[src/sgm_pkg.sv]
// Constants, register map and carrier types for the servo gain and mode switch block.
// Assumes a Wishbone classic slave with 32-bit data and one aligned word per register.
package sgm_pkg;
  // ---------------------------------------------------------------
  // Register offsets
  // ---------------------------------------------------------------
  localparam logic [5:0] REG_CUR_GAIN = 6'h00;
  localparam logic [5:0] REG_APP_SEL = 6'h04;
  localparam logic [5:0] REG_FF_GAIN = 6'h08;
  localparam logic [5:0] REG_FF_TIME = 6'h0c;
  localparam logic [5:0] REG_SW_COND = 6'h10;
  localparam logic [5:0] REG_TRQ_THR = 6'h14;
  localparam logic [5:0] REG_SPD_THR = 6'h18;
  localparam logic [5:0] REG_ACC_THR = 6'h1c;
  localparam logic [5:0] REG_PERR_THR = 6'h20;
  localparam logic [5:0] REG_NOTCH_EN = 6'h24;
  localparam logic [5:0] REG_SPD_GAIN = 6'h28;
  localparam logic [5:0] REG_STATUS = 6'h2c;
  // ---------------------------------------------------------------
  // Reset values, limits and fields
  // ---------------------------------------------------------------
  localparam logic [15:0] CUR_GAIN_RST = 16'h07d0;
  localparam logic [15:0] CUR_GAIN_MIN = 16'h0064;
  localparam logic [15:0] CUR_GAIN_MAX = 16'h07d0;
  localparam logic [15:0] FF_GAIN_MAX = 16'h0064;
  localparam logic [15:0] FF_TIME_MAX = 16'h1900;
  localparam logic [15:0] TRQ_THR_RST = 16'h00c8;
  localparam logic [15:0] TRQ_THR_MAX = 16'h0320;
  localparam logic [15:0] SPD_THR_MAX = 16'h2710;
  localparam logic [15:0] ACC_THR_MAX = 16'h7530;
  localparam logic [15:0] ACC_THR_RST = 16'h0000;
  localparam logic [15:0] SPD_GAIN_RST = 16'h0028;
  localparam logic [15:0] ZERO16 = 16'h0000;
  localparam logic [15:0] PCT_DIV = 16'h0064;
  localparam int SPD_DET_BIT = 8;
  localparam int NOTCH1_BIT = 0;
  localparam int NOTCH2_BIT = 8;
  localparam int COND_LSB = 0;
  // ---------------------------------------------------------------
  // Timing
  // ---------------------------------------------------------------
  localparam int CLK_MHZ = 200;
  localparam int LOOP_US = 1;
  localparam int LOOP_CYC = CLK_MHZ * LOOP_US;
  localparam int FF_STEP_NS = 10000;
  localparam int LOOP_NS = LOOP_US * 1000;
  // ---------------------------------------------------------------
  // Types
  // ---------------------------------------------------------------
  typedef enum logic [4:0] {
    COND_TORQUE = 5'h01,
    COND_SPEED = 5'h02,
    COND_ACCEL = 5'h04,
    COND_PERR = 5'h08,
    COND_OFF = 5'h10
  } sgm_cond_type;
  typedef struct packed {
    logic [15:0] trq_thr;
    logic [15:0] spd_thr;
    logic [15:0] acc_thr;
    logic [15:0] perr_thr;
    logic [3:0] cond;
  } sgm_switch_cfg_type;
  typedef struct packed {
    logic signed [15:0] torque;
    logic signed [15:0] speed;
    logic signed [15:0] accel;
    logic signed [15:0] perr;
  } sgm_levels_type;
endpackage

[src/sgm_mode_switch.sv]
// P/PI mode switch decision, evaluated on each speed loop tick.
// Assumes levels are signed, sampled in the same clock domain.
`timescale 1ns/1ps
module sgm_mode_switch
  import sgm_pkg::*;
(
  // Clock and reset
  input wire logic clk,
  input wire logic arst_n,
  // Inputs
  input wire logic tick,
  input wire logic pos_mode,
  input wire sgm_switch_cfg_type cfg,
  input wire sgm_levels_type lev,
  // Result
  output logic p_mode
);
  sgm_cond_type state_q;
  logic p_d;
  logic p_q;
  function automatic logic [15:0] mag(input logic signed [15:0] v);
    mag = v[15] ? 16'(-v) : 16'(v);
  endfunction
  always_ff @(posedge clk or negedge arst_n) begin
    if (!arst_n) begin
      state_q <= COND_TORQUE;
    end else begin
      case (cfg.cond)
        4'h0: state_q <= COND_TORQUE;
        4'h1: state_q <= COND_SPEED;
        4'h2: state_q <= COND_ACCEL;
        4'h3: state_q <= COND_PERR;
        default: state_q <= COND_OFF;
      endcase
    end
  end
  always_comb begin
    case (state_q)
      COND_TORQUE: p_d = mag(lev.torque) > cfg.trq_thr;
      COND_SPEED: p_d = mag(lev.speed) > cfg.spd_thr;
      COND_ACCEL: p_d = mag(lev.accel) > cfg.acc_thr;
      COND_PERR: p_d = pos_mode && (mag(lev.perr) > cfg.perr_thr);
      COND_OFF: p_d = 1'b0;
      default: p_d = 1'b0;
    endcase
  end
  // Updated only on loop ticks, PI returns as soon as level drops
  always_ff @(posedge clk or negedge arst_n) begin
    if (!arst_n) begin
      p_q <= 1'b0;
    end else if (tick) begin
      p_q <= p_d;
    end
  end
  assign p_mode = p_q;
endmodule

[src/sgm_lag.sv]
// First-order lag stage: y += (x - y) * k / 2^16, k given per loop tick.
// k = 0 holds the output; pass-through comes only from bypass.
`timescale 1ns/1ps
module sgm_lag
  import sgm_pkg::*;
#(
  parameter int W = 16
) (
  // Clock and reset
  input wire logic clk,
  input wire logic arst_n,
  // Stream
  input wire logic tick,
  input wire logic bypass,
  input wire logic [15:0] k,
  input wire logic signed [W-1:0] x,
  output logic signed [W-1:0] y
);
  logic signed [W+17:0] acc_q;
  logic signed [W+17:0] diff;
  assign diff = (W+18)'(x) - (W+18)'(acc_q >>> 16);
  always_ff @(posedge clk or negedge arst_n) begin
    if (!arst_n) begin
      acc_q <= '0;
    end else if (tick) begin
      if (bypass) begin
        acc_q <= (W+18)'(x) <<< 16;
      end else begin
        acc_q <= acc_q + (W+18)'(diff * $signed({1'b0, k}));
      end
    end
  end
  assign y = W'(acc_q >>> 16);
endmodule

[src/sgm_top.sv]
// Servo gain scaling, feedforward, mode switch and torque filter chain.
// Assumes a Wishbone classic master on SYS_CLK and signed 16-bit loop quantities.
`timescale 1ns/1ps
module sgm_top
  import sgm_pkg::*;
#(
  parameter int LOOP_DIV = LOOP_CYC
) (
  // Clock and reset
  input wire logic SYS_CLK,
  input wire logic ARST_N,
  // Wishbone slave
  input wire logic WB_CYC_I,
  input wire logic WB_STB_I,
  input wire logic WB_WE_I,
  input wire logic [5:0] WB_ADR_I,
  input wire logic [3:0] WB_SEL_I,
  input wire logic [31:0] WB_DAT_I,
  output logic [31:0] WB_DAT_O,
  output logic WB_ACK_O,
  // Loop quantities
  input wire logic POS_MODE,
  input wire logic signed [15:0] POS_REF_DELTA,
  input wire sgm_levels_type LEVELS,
  input wire logic signed [15:0] TORQUE_IN,
  input wire logic NOTCH1_OUT_VALID,
  input wire logic signed [15:0] NOTCH1_RET,
  input wire logic signed [15:0] NOTCH2_RET,
  // Results
  output logic [31:0] CUR_LOOP_GAIN,
  output logic SPD_DET_METHOD2,
  output logic signed [15:0] FF_OUT,
  output logic P_MODE,
  output logic signed [15:0] LAG_OUT,
  output logic NOTCH1_EN,
  output logic NOTCH2_EN,
  output logic signed [15:0] TORQUE_OUT,
  output logic LOOP_TICK
);
  // ---------------------------------------------------------------
  // Registers
  // ---------------------------------------------------------------
  logic [15:0] cur_gain_scale_q;
  logic [15:0] application_function_select_q;
  logic [15:0] feedforward_gain_q;
  logic [15:0] feedforward_filter_time_q;
  logic [15:0] switch_condition_select_q;
  logic [15:0] torque_switch_threshold_q;
  logic [15:0] speed_switch_threshold_q;
  logic [15:0] accel_switch_threshold_q;
  logic [15:0] position_error_switch_threshold_q;
  logic [15:0] notch_enable_select_q;
  logic [15:0] speed_loop_gain_q;
  logic spd_det_q;
  logic restart_seen_q;
  logic ack_q;
  logic [31:0] rdat_q;
  logic [15:0] wdat;
  logic wr;
  logic rd;
  logic [31:0] rdat_d;
  assign wdat = {WB_SEL_I[1] ? WB_DAT_I[15:8] : 8'h00, WB_SEL_I[0] ? WB_DAT_I[7:0] : 8'h00};
  assign wr = WB_CYC_I && WB_STB_I && WB_WE_I && !ack_q;
  assign rd = WB_CYC_I && WB_STB_I && !ack_q;
  function automatic logic [15:0] merge(input logic [15:0] old, input logic [15:0] nw,
                                        input logic [3:0] sel);
    merge = {sel[1] ? nw[15:8] : old[15:8], sel[0] ? nw[7:0] : old[7:0]};
  endfunction
  function automatic logic [15:0] clamp(input logic [15:0] v, input logic [15:0] lo,
                                        input logic [15:0] hi);
    clamp = (v < lo) ? lo : ((v > hi) ? hi : v);
  endfunction
  // ---------------------------------------------------------------
  // Register writes, current gain level, feedforward and torque/speed/accel threshold values clamped into documented ranges
  // ---------------------------------------------------------------
  always_ff @(posedge SYS_CLK or negedge ARST_N) begin
    if (!ARST_N) begin
      cur_gain_scale_q <= CUR_GAIN_RST;
      application_function_select_q <= ZERO16;
      feedforward_gain_q <= ZERO16;
      feedforward_filter_time_q <= ZERO16;
      switch_condition_select_q <= ZERO16;
      torque_switch_threshold_q <= TRQ_THR_RST;
      speed_switch_threshold_q <= ZERO16;
      accel_switch_threshold_q <= ACC_THR_RST;
      position_error_switch_threshold_q <= ZERO16;
      notch_enable_select_q <= ZERO16;
      speed_loop_gain_q <= SPD_GAIN_RST;
    end else if (wr) begin
      case (WB_ADR_I)
        REG_CUR_GAIN: cur_gain_scale_q <= clamp(merge(cur_gain_scale_q, wdat, WB_SEL_I),
                                               CUR_GAIN_MIN, CUR_GAIN_MAX);
        REG_APP_SEL: application_function_select_q <=
                       merge(application_function_select_q, wdat, WB_SEL_I);
        REG_FF_GAIN: feedforward_gain_q <= clamp(merge(feedforward_gain_q, wdat, WB_SEL_I),
                                                 ZERO16, FF_GAIN_MAX);
        REG_FF_TIME: feedforward_filter_time_q <= clamp(merge(feedforward_filter_time_q,
                                                  wdat, WB_SEL_I), ZERO16, FF_TIME_MAX);
        REG_SW_COND: switch_condition_select_q <= merge(switch_condition_select_q, wdat,
                                                        WB_SEL_I);
        REG_TRQ_THR: torque_switch_threshold_q <= clamp(merge(torque_switch_threshold_q,
                                                  wdat, WB_SEL_I), ZERO16, TRQ_THR_MAX);
        REG_SPD_THR: speed_switch_threshold_q <= clamp(merge(speed_switch_threshold_q,
                                                 wdat, WB_SEL_I), ZERO16, SPD_THR_MAX);
        REG_ACC_THR: accel_switch_threshold_q <= clamp(merge(accel_switch_threshold_q,
                                                 wdat, WB_SEL_I), ZERO16, ACC_THR_MAX);
        REG_PERR_THR: position_error_switch_threshold_q <=
                        merge(position_error_switch_threshold_q, wdat, WB_SEL_I);
        REG_NOTCH_EN: notch_enable_select_q <= merge(notch_enable_select_q, wdat,
                                                     WB_SEL_I);
        REG_SPD_GAIN: speed_loop_gain_q <= merge(speed_loop_gain_q, wdat, WB_SEL_I);
        default: ;
      endcase
    end
  end
  // Speed detection latched once after reset release from the reset value 0, so later writes never reach SPD_DET_METHOD2
  always_ff @(posedge SYS_CLK or negedge ARST_N) begin
    if (!ARST_N) begin
      spd_det_q <= 1'b0;
      restart_seen_q <= 1'b0;
    end else if (!restart_seen_q) begin
      spd_det_q <= application_function_select_q[SPD_DET_BIT];
      restart_seen_q <= 1'b1;
    end
  end
  assign SPD_DET_METHOD2 = spd_det_q;
  // ---------------------------------------------------------------
  // Bus answer, registered: ack one cycle after the request
  // ---------------------------------------------------------------
  always_comb begin
    case (WB_ADR_I)
      REG_CUR_GAIN: rdat_d = {16'h0000, cur_gain_scale_q};
      REG_APP_SEL: rdat_d = {16'h0000, application_function_select_q};
      REG_FF_GAIN: rdat_d = {16'h0000, feedforward_gain_q};
      REG_FF_TIME: rdat_d = {16'h0000, feedforward_filter_time_q};
      REG_SW_COND: rdat_d = {16'h0000, switch_condition_select_q};
      REG_TRQ_THR: rdat_d = {16'h0000, torque_switch_threshold_q};
      REG_SPD_THR: rdat_d = {16'h0000, speed_switch_threshold_q};
      REG_ACC_THR: rdat_d = {16'h0000, accel_switch_threshold_q};
      REG_PERR_THR: rdat_d = {16'h0000, position_error_switch_threshold_q};
      REG_NOTCH_EN: rdat_d = {16'h0000, notch_enable_select_q};
      REG_SPD_GAIN: rdat_d = {16'h0000, speed_loop_gain_q};
      REG_STATUS: rdat_d = {29'h00000000, spd_det_q, P_MODE, POS_MODE};
      default: rdat_d = 32'h00000000;
    endcase
  end
  always_ff @(posedge SYS_CLK or negedge ARST_N) begin
    if (!ARST_N) begin
      ack_q <= 1'b0;
      rdat_q <= 32'h00000000;
    end else begin
      ack_q <= rd;
      if (rd) begin
        rdat_q <= rdat_d;
      end
    end
  end
  assign WB_ACK_O = ack_q;
  assign WB_DAT_O = rdat_q;
  // ---------------------------------------------------------------
  // Speed loop tick divider
  // ---------------------------------------------------------------
  logic [15:0] div_q;
  logic tick_q;
  always_ff @(posedge SYS_CLK or negedge ARST_N) begin
    if (!ARST_N) begin
      div_q <= 16'h0000;
      tick_q <= 1'b0;
    end else begin
      tick_q <= (div_q == 16'(LOOP_DIV - 1));
      div_q <= (div_q == 16'(LOOP_DIV - 1)) ? 16'h0000 : div_q + 16'h0001;
    end
  end
  assign LOOP_TICK = tick_q;
  // ---------------------------------------------------------------
  // Current loop gain, scaled by gain level; 2000 percent leaves it at 20x
  // ---------------------------------------------------------------
  logic [31:0] cur_gain_q;
  always_ff @(posedge SYS_CLK or negedge ARST_N) begin
    if (!ARST_N) begin
      cur_gain_q <= 32'h00000000;
    end else begin
      cur_gain_q <= (32'(speed_loop_gain_q) * 32'(cur_gain_scale_q)) / 32'(PCT_DIV);
    end
  end
  assign CUR_LOOP_GAIN = cur_gain_q;
  // ---------------------------------------------------------------
  // Feedforward: gain then lag filter, only in position control
  // ---------------------------------------------------------------
  logic signed [15:0] ff_raw;
  logic signed [15:0] ff_filt;
  logic [15:0] ff_k;
  logic [31:0] ff_k_full;
  assign ff_raw = POS_MODE ? 16'((32'(POS_REF_DELTA) * $signed({1'b0, feedforward_gain_q}))
                                 / $signed({1'b0, PCT_DIV})) : 16'sh0000;
  // Step factor k = loop period / time constant, in 1/65536 units
  assign ff_k_full = (feedforward_filter_time_q == ZERO16) ? 32'h00010000 :
                     ((32'(LOOP_NS) << 16) / (32'(feedforward_filter_time_q) * 32'(FF_STEP_NS)));
  assign ff_k = (ff_k_full > 32'h0000ffff) ? 16'hffff : ff_k_full[15:0];
  sgm_lag #(.W(16)) u_ff_lag (
    .clk(SYS_CLK),
    .arst_n(ARST_N),
    .tick(tick_q),
    .bypass(feedforward_filter_time_q == ZERO16),
    .k(ff_k),
    .x(ff_raw),
    .y(ff_filt)
  );
  always_ff @(posedge SYS_CLK or negedge ARST_N) begin
    if (!ARST_N) begin
      FF_OUT <= 16'sh0000;
    end else begin
      FF_OUT <= POS_MODE ? ff_filt : 16'sh0000;
    end
  end
  // ---------------------------------------------------------------
  // Mode switch
  // ---------------------------------------------------------------
  sgm_switch_cfg_type sw_cfg;
  assign sw_cfg = '{trq_thr: torque_switch_threshold_q, spd_thr: speed_switch_threshold_q,
                    acc_thr: accel_switch_threshold_q, perr_thr: position_error_switch_threshold_q,
                    cond: switch_condition_select_q[COND_LSB +: 4]};
  sgm_mode_switch u_sw (
    .clk(SYS_CLK),
    .arst_n(ARST_N),
    .tick(tick_q),
    .pos_mode(POS_MODE),
    .cfg(sw_cfg),
    .lev(LEVELS),
    .p_mode(P_MODE)
  );
  // ---------------------------------------------------------------
  // Torque chain: lag output feeds external notches, each bypassable
  // ---------------------------------------------------------------
  logic signed [15:0] lag_y;
  sgm_lag #(.W(16)) u_trq_lag (
    .clk(SYS_CLK),
    .arst_n(ARST_N),
    .tick(tick_q),
    .bypass(1'b0),
    .k(16'hffff),
    .x(TORQUE_IN),
    .y(lag_y)
  );
  assign NOTCH1_EN = notch_enable_select_q[NOTCH1_BIT];
  assign NOTCH2_EN = notch_enable_select_q[NOTCH2_BIT];
  logic signed [15:0] n1_q;
  always_ff @(posedge SYS_CLK or negedge ARST_N) begin
    if (!ARST_N) begin
      LAG_OUT <= 16'sh0000;
      n1_q <= 16'sh0000;
      TORQUE_OUT <= 16'sh0000;
    end else begin
      LAG_OUT <= lag_y;
      if (NOTCH1_OUT_VALID || !NOTCH1_EN) begin
        n1_q <= NOTCH1_EN ? NOTCH1_RET : LAG_OUT;
      end
      TORQUE_OUT <= NOTCH2_EN ? NOTCH2_RET : n1_q;
    end
  end
endmodule

[config.mk]
export PLATFORM = sky130hd
export DESIGN_NAME = sgm_top
export DESIGN_NICKNAME = d
export VERILOG_FILES = /design/src/sgm_pkg.sv /design/src/sgm_mode_switch.sv /design/src/sgm_lag.sv /design/src/sgm_top.sv
export SDC_FILE = /design/constraint.sdc
export NUM_CORES = 2
export LEC_CHECK = 0
export ABC_AREA = 1
export ABC_CLOCK_PERIOD_IN_PS = 161300
export BUFFER_PORTS_ARGS = -buffer_cell sky130_fd_sc_hd__buf_4
export CORE_UTILIZATION = 50
export CTS_CLUSTER_DIAMETER = 40
export DETAILED_ROUTE_END_ITERATION = 10
export GPL_ROUTABILITY_DRIVEN = 1
export PLACE_DENSITY = 0.71
export SYNTH_ARGS = -nofsm -noshare
export SYNTH_HDL_FRONTEND = slang
export SYNTH_SLANG_ARGS = --single-unit
[constraint.sdc]
create_clock -name SYS_CLK -period 161.3 [get_ports SYS_CLK]
set_input_delay 32.26 -clock SYS_CLK [delete_from_list [all_inputs] [get_ports SYS_CLK]]
set_output_delay 32.26 -clock SYS_CLK [all_outputs]
set_load 0.02 [all_outputs]
==> reports/results.txt <==
Number of vias in the routed layout = 81100
CTS tree = built
Largest stage delay, worst path = 1.01 ns
Drt first pass iters = 9
Crit end category = register
Core area = 179000 um2
Detailed Route Iter0 Violations = 5966
DP Wirelength = 212 mm
Routed wire per std cell = 17.3 um
CP Launch Type = register
IO Count = 295
Clock buffer count from CTS = 70
Number of synthesized flops with an enable pin = 0
Post-CTS Setup Repair Bufs = 0
Clk pin slew, worst setup/hold paths = 0.06 ns
Post-DRT Antenna Nets = 0
Worst-Margin Slew = 1.23 ns
Area growth, synth to finish = 7.45%
Data arrival time of the worst path = 94.07 ns
Placed Area = 94400 um2
Share of the synthesized area in the top cell type = 22.0%
Clock H-tree levels = 3
Area leader, netlist = fa_1
Syn_area_per_cell = 7.20 um2
Initial core utilization = 50.4%
Max Cap Viol = 0
CP required = 161.85 ns
Status = finished, final reports clean
Max-slew violations = 0
Setup CP Type = register to register
RSZ-0062 raised after global routing = no
Sequential area share after synthesis = 10.4%
TNS Setup = 0 ns
DP Worst Slack = 69.92 ns
Fin nets = 14800
Initial antenna violation count = 18
Tmin final = 93.52 ns
Met2 usage = 47.0%
Final setup viols = 0
Inst Count DP = 14900
Worst-case clock skew = 0.0351 ns
GR peak layer = met2
CP max-delay cell = dfrtp_2
Number of global-route vias before repair = 80900
Slew margin rel. = 17.3%
WL final = 260 mm
Die X-Extent = 427 um
Layout cell share with drive strength beyond 1 = 8.90%
Synth Register Bits = 376
Worst skew pair latency = 0.70 ns
Worst Slack Setup Final = 67.78 ns
PostCTS Resize Cnt = 0
Ys Warns = 0
Hold Vio Cnt, Final = 0
CP max FO = 49
Distinct cells, synth = 91
Port bufs = 254
GRT overflow = 0
GRT Overall Usage = 28.7%
Clock Tree Root = clkbuf_16
GPL Wtd Cong = 0.980
Cell mode on critical path = nand2_1
Die ar. = 182000 um2
Mapped Area = 90200 um2
Mapped Cells = 12500
HP Class = register to register
Die height = 427 um
Largest net degree at the start of global routing = 158
Global-route wire length before repair = 421 mm
Met1 GRT Util = 37.1%
Final Non-Filler Cells = 15000
Final Cycle Share = 58.0%
Via/cell ratio = 5.39
Post-synth ARST share = 100%
Final instance area = 96900 um2
Synth top area cells = fa_1 (22%), ha_1 (14%), inv_1 (11%)
CTS sink cnt = 376
Max frequency = 10.7 MHz
DRC = 0
Hold-fix buffers, CTS = 0
Met3 Usage GRT = 3.60%
Ys flop type = dfrtp_1
Rows = 155
Longest Clk Path Bufs = 3
-- flip-flops by register name (all words and copies together), names as in the netlist, 5 cells and up --
register                           count
u_ff_lag.acc_q                        34
u_trq_lag.acc_q                       34
CUR_LOOP_GAIN                         26
FF_OUT                                16
LAG_OUT                               16
TORQUE_OUT                            16
WB_DAT_O                              16
accel_switch_threshold_q              16
application_function_select_q         16
cur_gain_scale_q                      16
div_q                                 16
feedforward_filter_time_q             16
feedforward_gain_q                    16
n1_q                                  16
notch_enable_select_q                 16
position_error_switch_threshold_q     16
speed_loop_gain_q                     16
speed_switch_threshold_q              16
switch_condition_select_q             16
torque_switch_threshold_q             16
u_sw.state_q                           5
-- kinds of logic (layout without fill, tap and decap cells) --
| kind of cell | Yosys count | count (layout) | share of synthesized area, % |
|---|---|---|---|
| xor gates and xnor gates | 557 | 557 | 5.44 |
| adders and majority gates | 1970 | 1970 | 35.6 |
| DFF | 376 | 376 | 10.4 |
| AOI/OAI and AO/OA | 1770 | 1770 | 11.2 |
| muxes | 19 | 19 | 0.233 |
| buffers and inverters | 3144 | 3263 | 13.3 |
| other | 2 | 40 | 0.00833 |
| and+or+nand+nor | 4684 | 4684 | 23.8 |
-- worst paths after layout --
kind / from / end / slack (ns) / cells after the start
setup / recovery: feedforward_filter_time_q[0] / u_ff_lag.acc_q[33] / 67.78 / 528
hold / removal: u_trq_lag.acc_q[23] / LAG_OUT[7] / 0.43 / 0
setup reg to reg: feedforward_filter_time_q[0] / u_ff_lag.acc_q[33] / 67.78 / 528
hold reg to reg: u_trq_lag.acc_q[23] / LAG_OUT[7] / 0.43 / 0
max in group asynchronous: ARST_N / LOOP_TICK / 127.43 / 3
min in group asynchronous: ARST_N / CUR_LOOP_GAIN[22] / 31.59 / 1
-- cells in the final DEF (no fill, tap or decap), types with 37 or more instances in the layout --
cell / n
fa_1: 991
inv_2: 87
nor2_1: 844
nand3_2: 48
nand2_4: 117
inv_1: 2688
nand3_1: 462
nand2_2: 208
o21bai_1: 88
clkbuf_16: 71
nor3_1: 76
a21oi_1: 684
o22ai_1: 50
dfrtp_1: 362
ha_1: 979
o21ai_1: 84
a31oi_1: 70
o31ai_1: 55
o21ai_0: 509
nand4_1: 142
nand2_1: 2595
xor2_1: 343
buf_4: 319
a221oi_1: 37
xnor2_1: 199
-- worst max-delay path: cells and delay by family (launching register included) --
family / cells / cell delay [ns]
AOI/OAI and AO/OA: 207 / 39.60
xor gates and xnor gates: 3 / 0.52
adders and majority gates: 36 / 12.18
buffers and inverters: 78 / 13.24
DFF: 1 / 1.01
and+or+nand+nor: 204 / 26.51
-- stage by stage --
step / hold slack [ns] / utilization [%]
floorplan: 0.374 / -
global placement: 0.412 / 52.8
detailed placement: 0.416 / 52.8
CTS: 0.426 / 54.2
global route: 0.448 / 54.2
finish: 0.430 / 54.2
-- Yosys cell counts (all sizes together) (14+ instances only) --
| library cell | number |
|---|---|
| a21o | 27 |
| a31oi | 70 |
| a21oi | 689 |
| o22ai | 50 |
| o21ai | 607 |
| o21a | 14 |
| o21bai | 90 |
| a221oi | 37 |
| nor4 | 18 |
| nand4 | 160 |
| a22oi | 17 |
| xor2 | 356 |
| clkbuf | 277 |
| nor3 | 79 |
| clkinv | 35 |
| dfrtp | 364 |
| o211ai | 35 |
| nand3b | 15 |
| fa | 991 |
| o31ai | 55 |
| mux2 | 16 |
| ha | 979 |
| or2 | 36 |
| nand2 | 2927 |
| inv | 2778 |
| buf | 54 |
| xnor2 | 201 |
| a211oi | 16 |
| nand3 | 523 |
| nor2 | 906 |
-- routing by layer --
metal | routed length, um | up-vias
met5 | 0 | -
met4 | 14500 | 0
met1 | 109000 | 38800
li1 | - | 39100
met3 | 16300 | 579
met2 | 120000 | 2621
-- layout make-up --
type                       count  area [um2]
multi-input combinational   9023       69000
fill                       16800       81900
timing repair buffer         321        2430
antenna                       17        42.5
clock inverter                51         637
sequential                   376        9430
clock buffer                  78        1840
inverter                    2813       10600
tap                         2355        2950
Power is left out: the tool's default activity adds up to more than one toggle a clock period on the data nets, which glitch-free logic cannot reach.
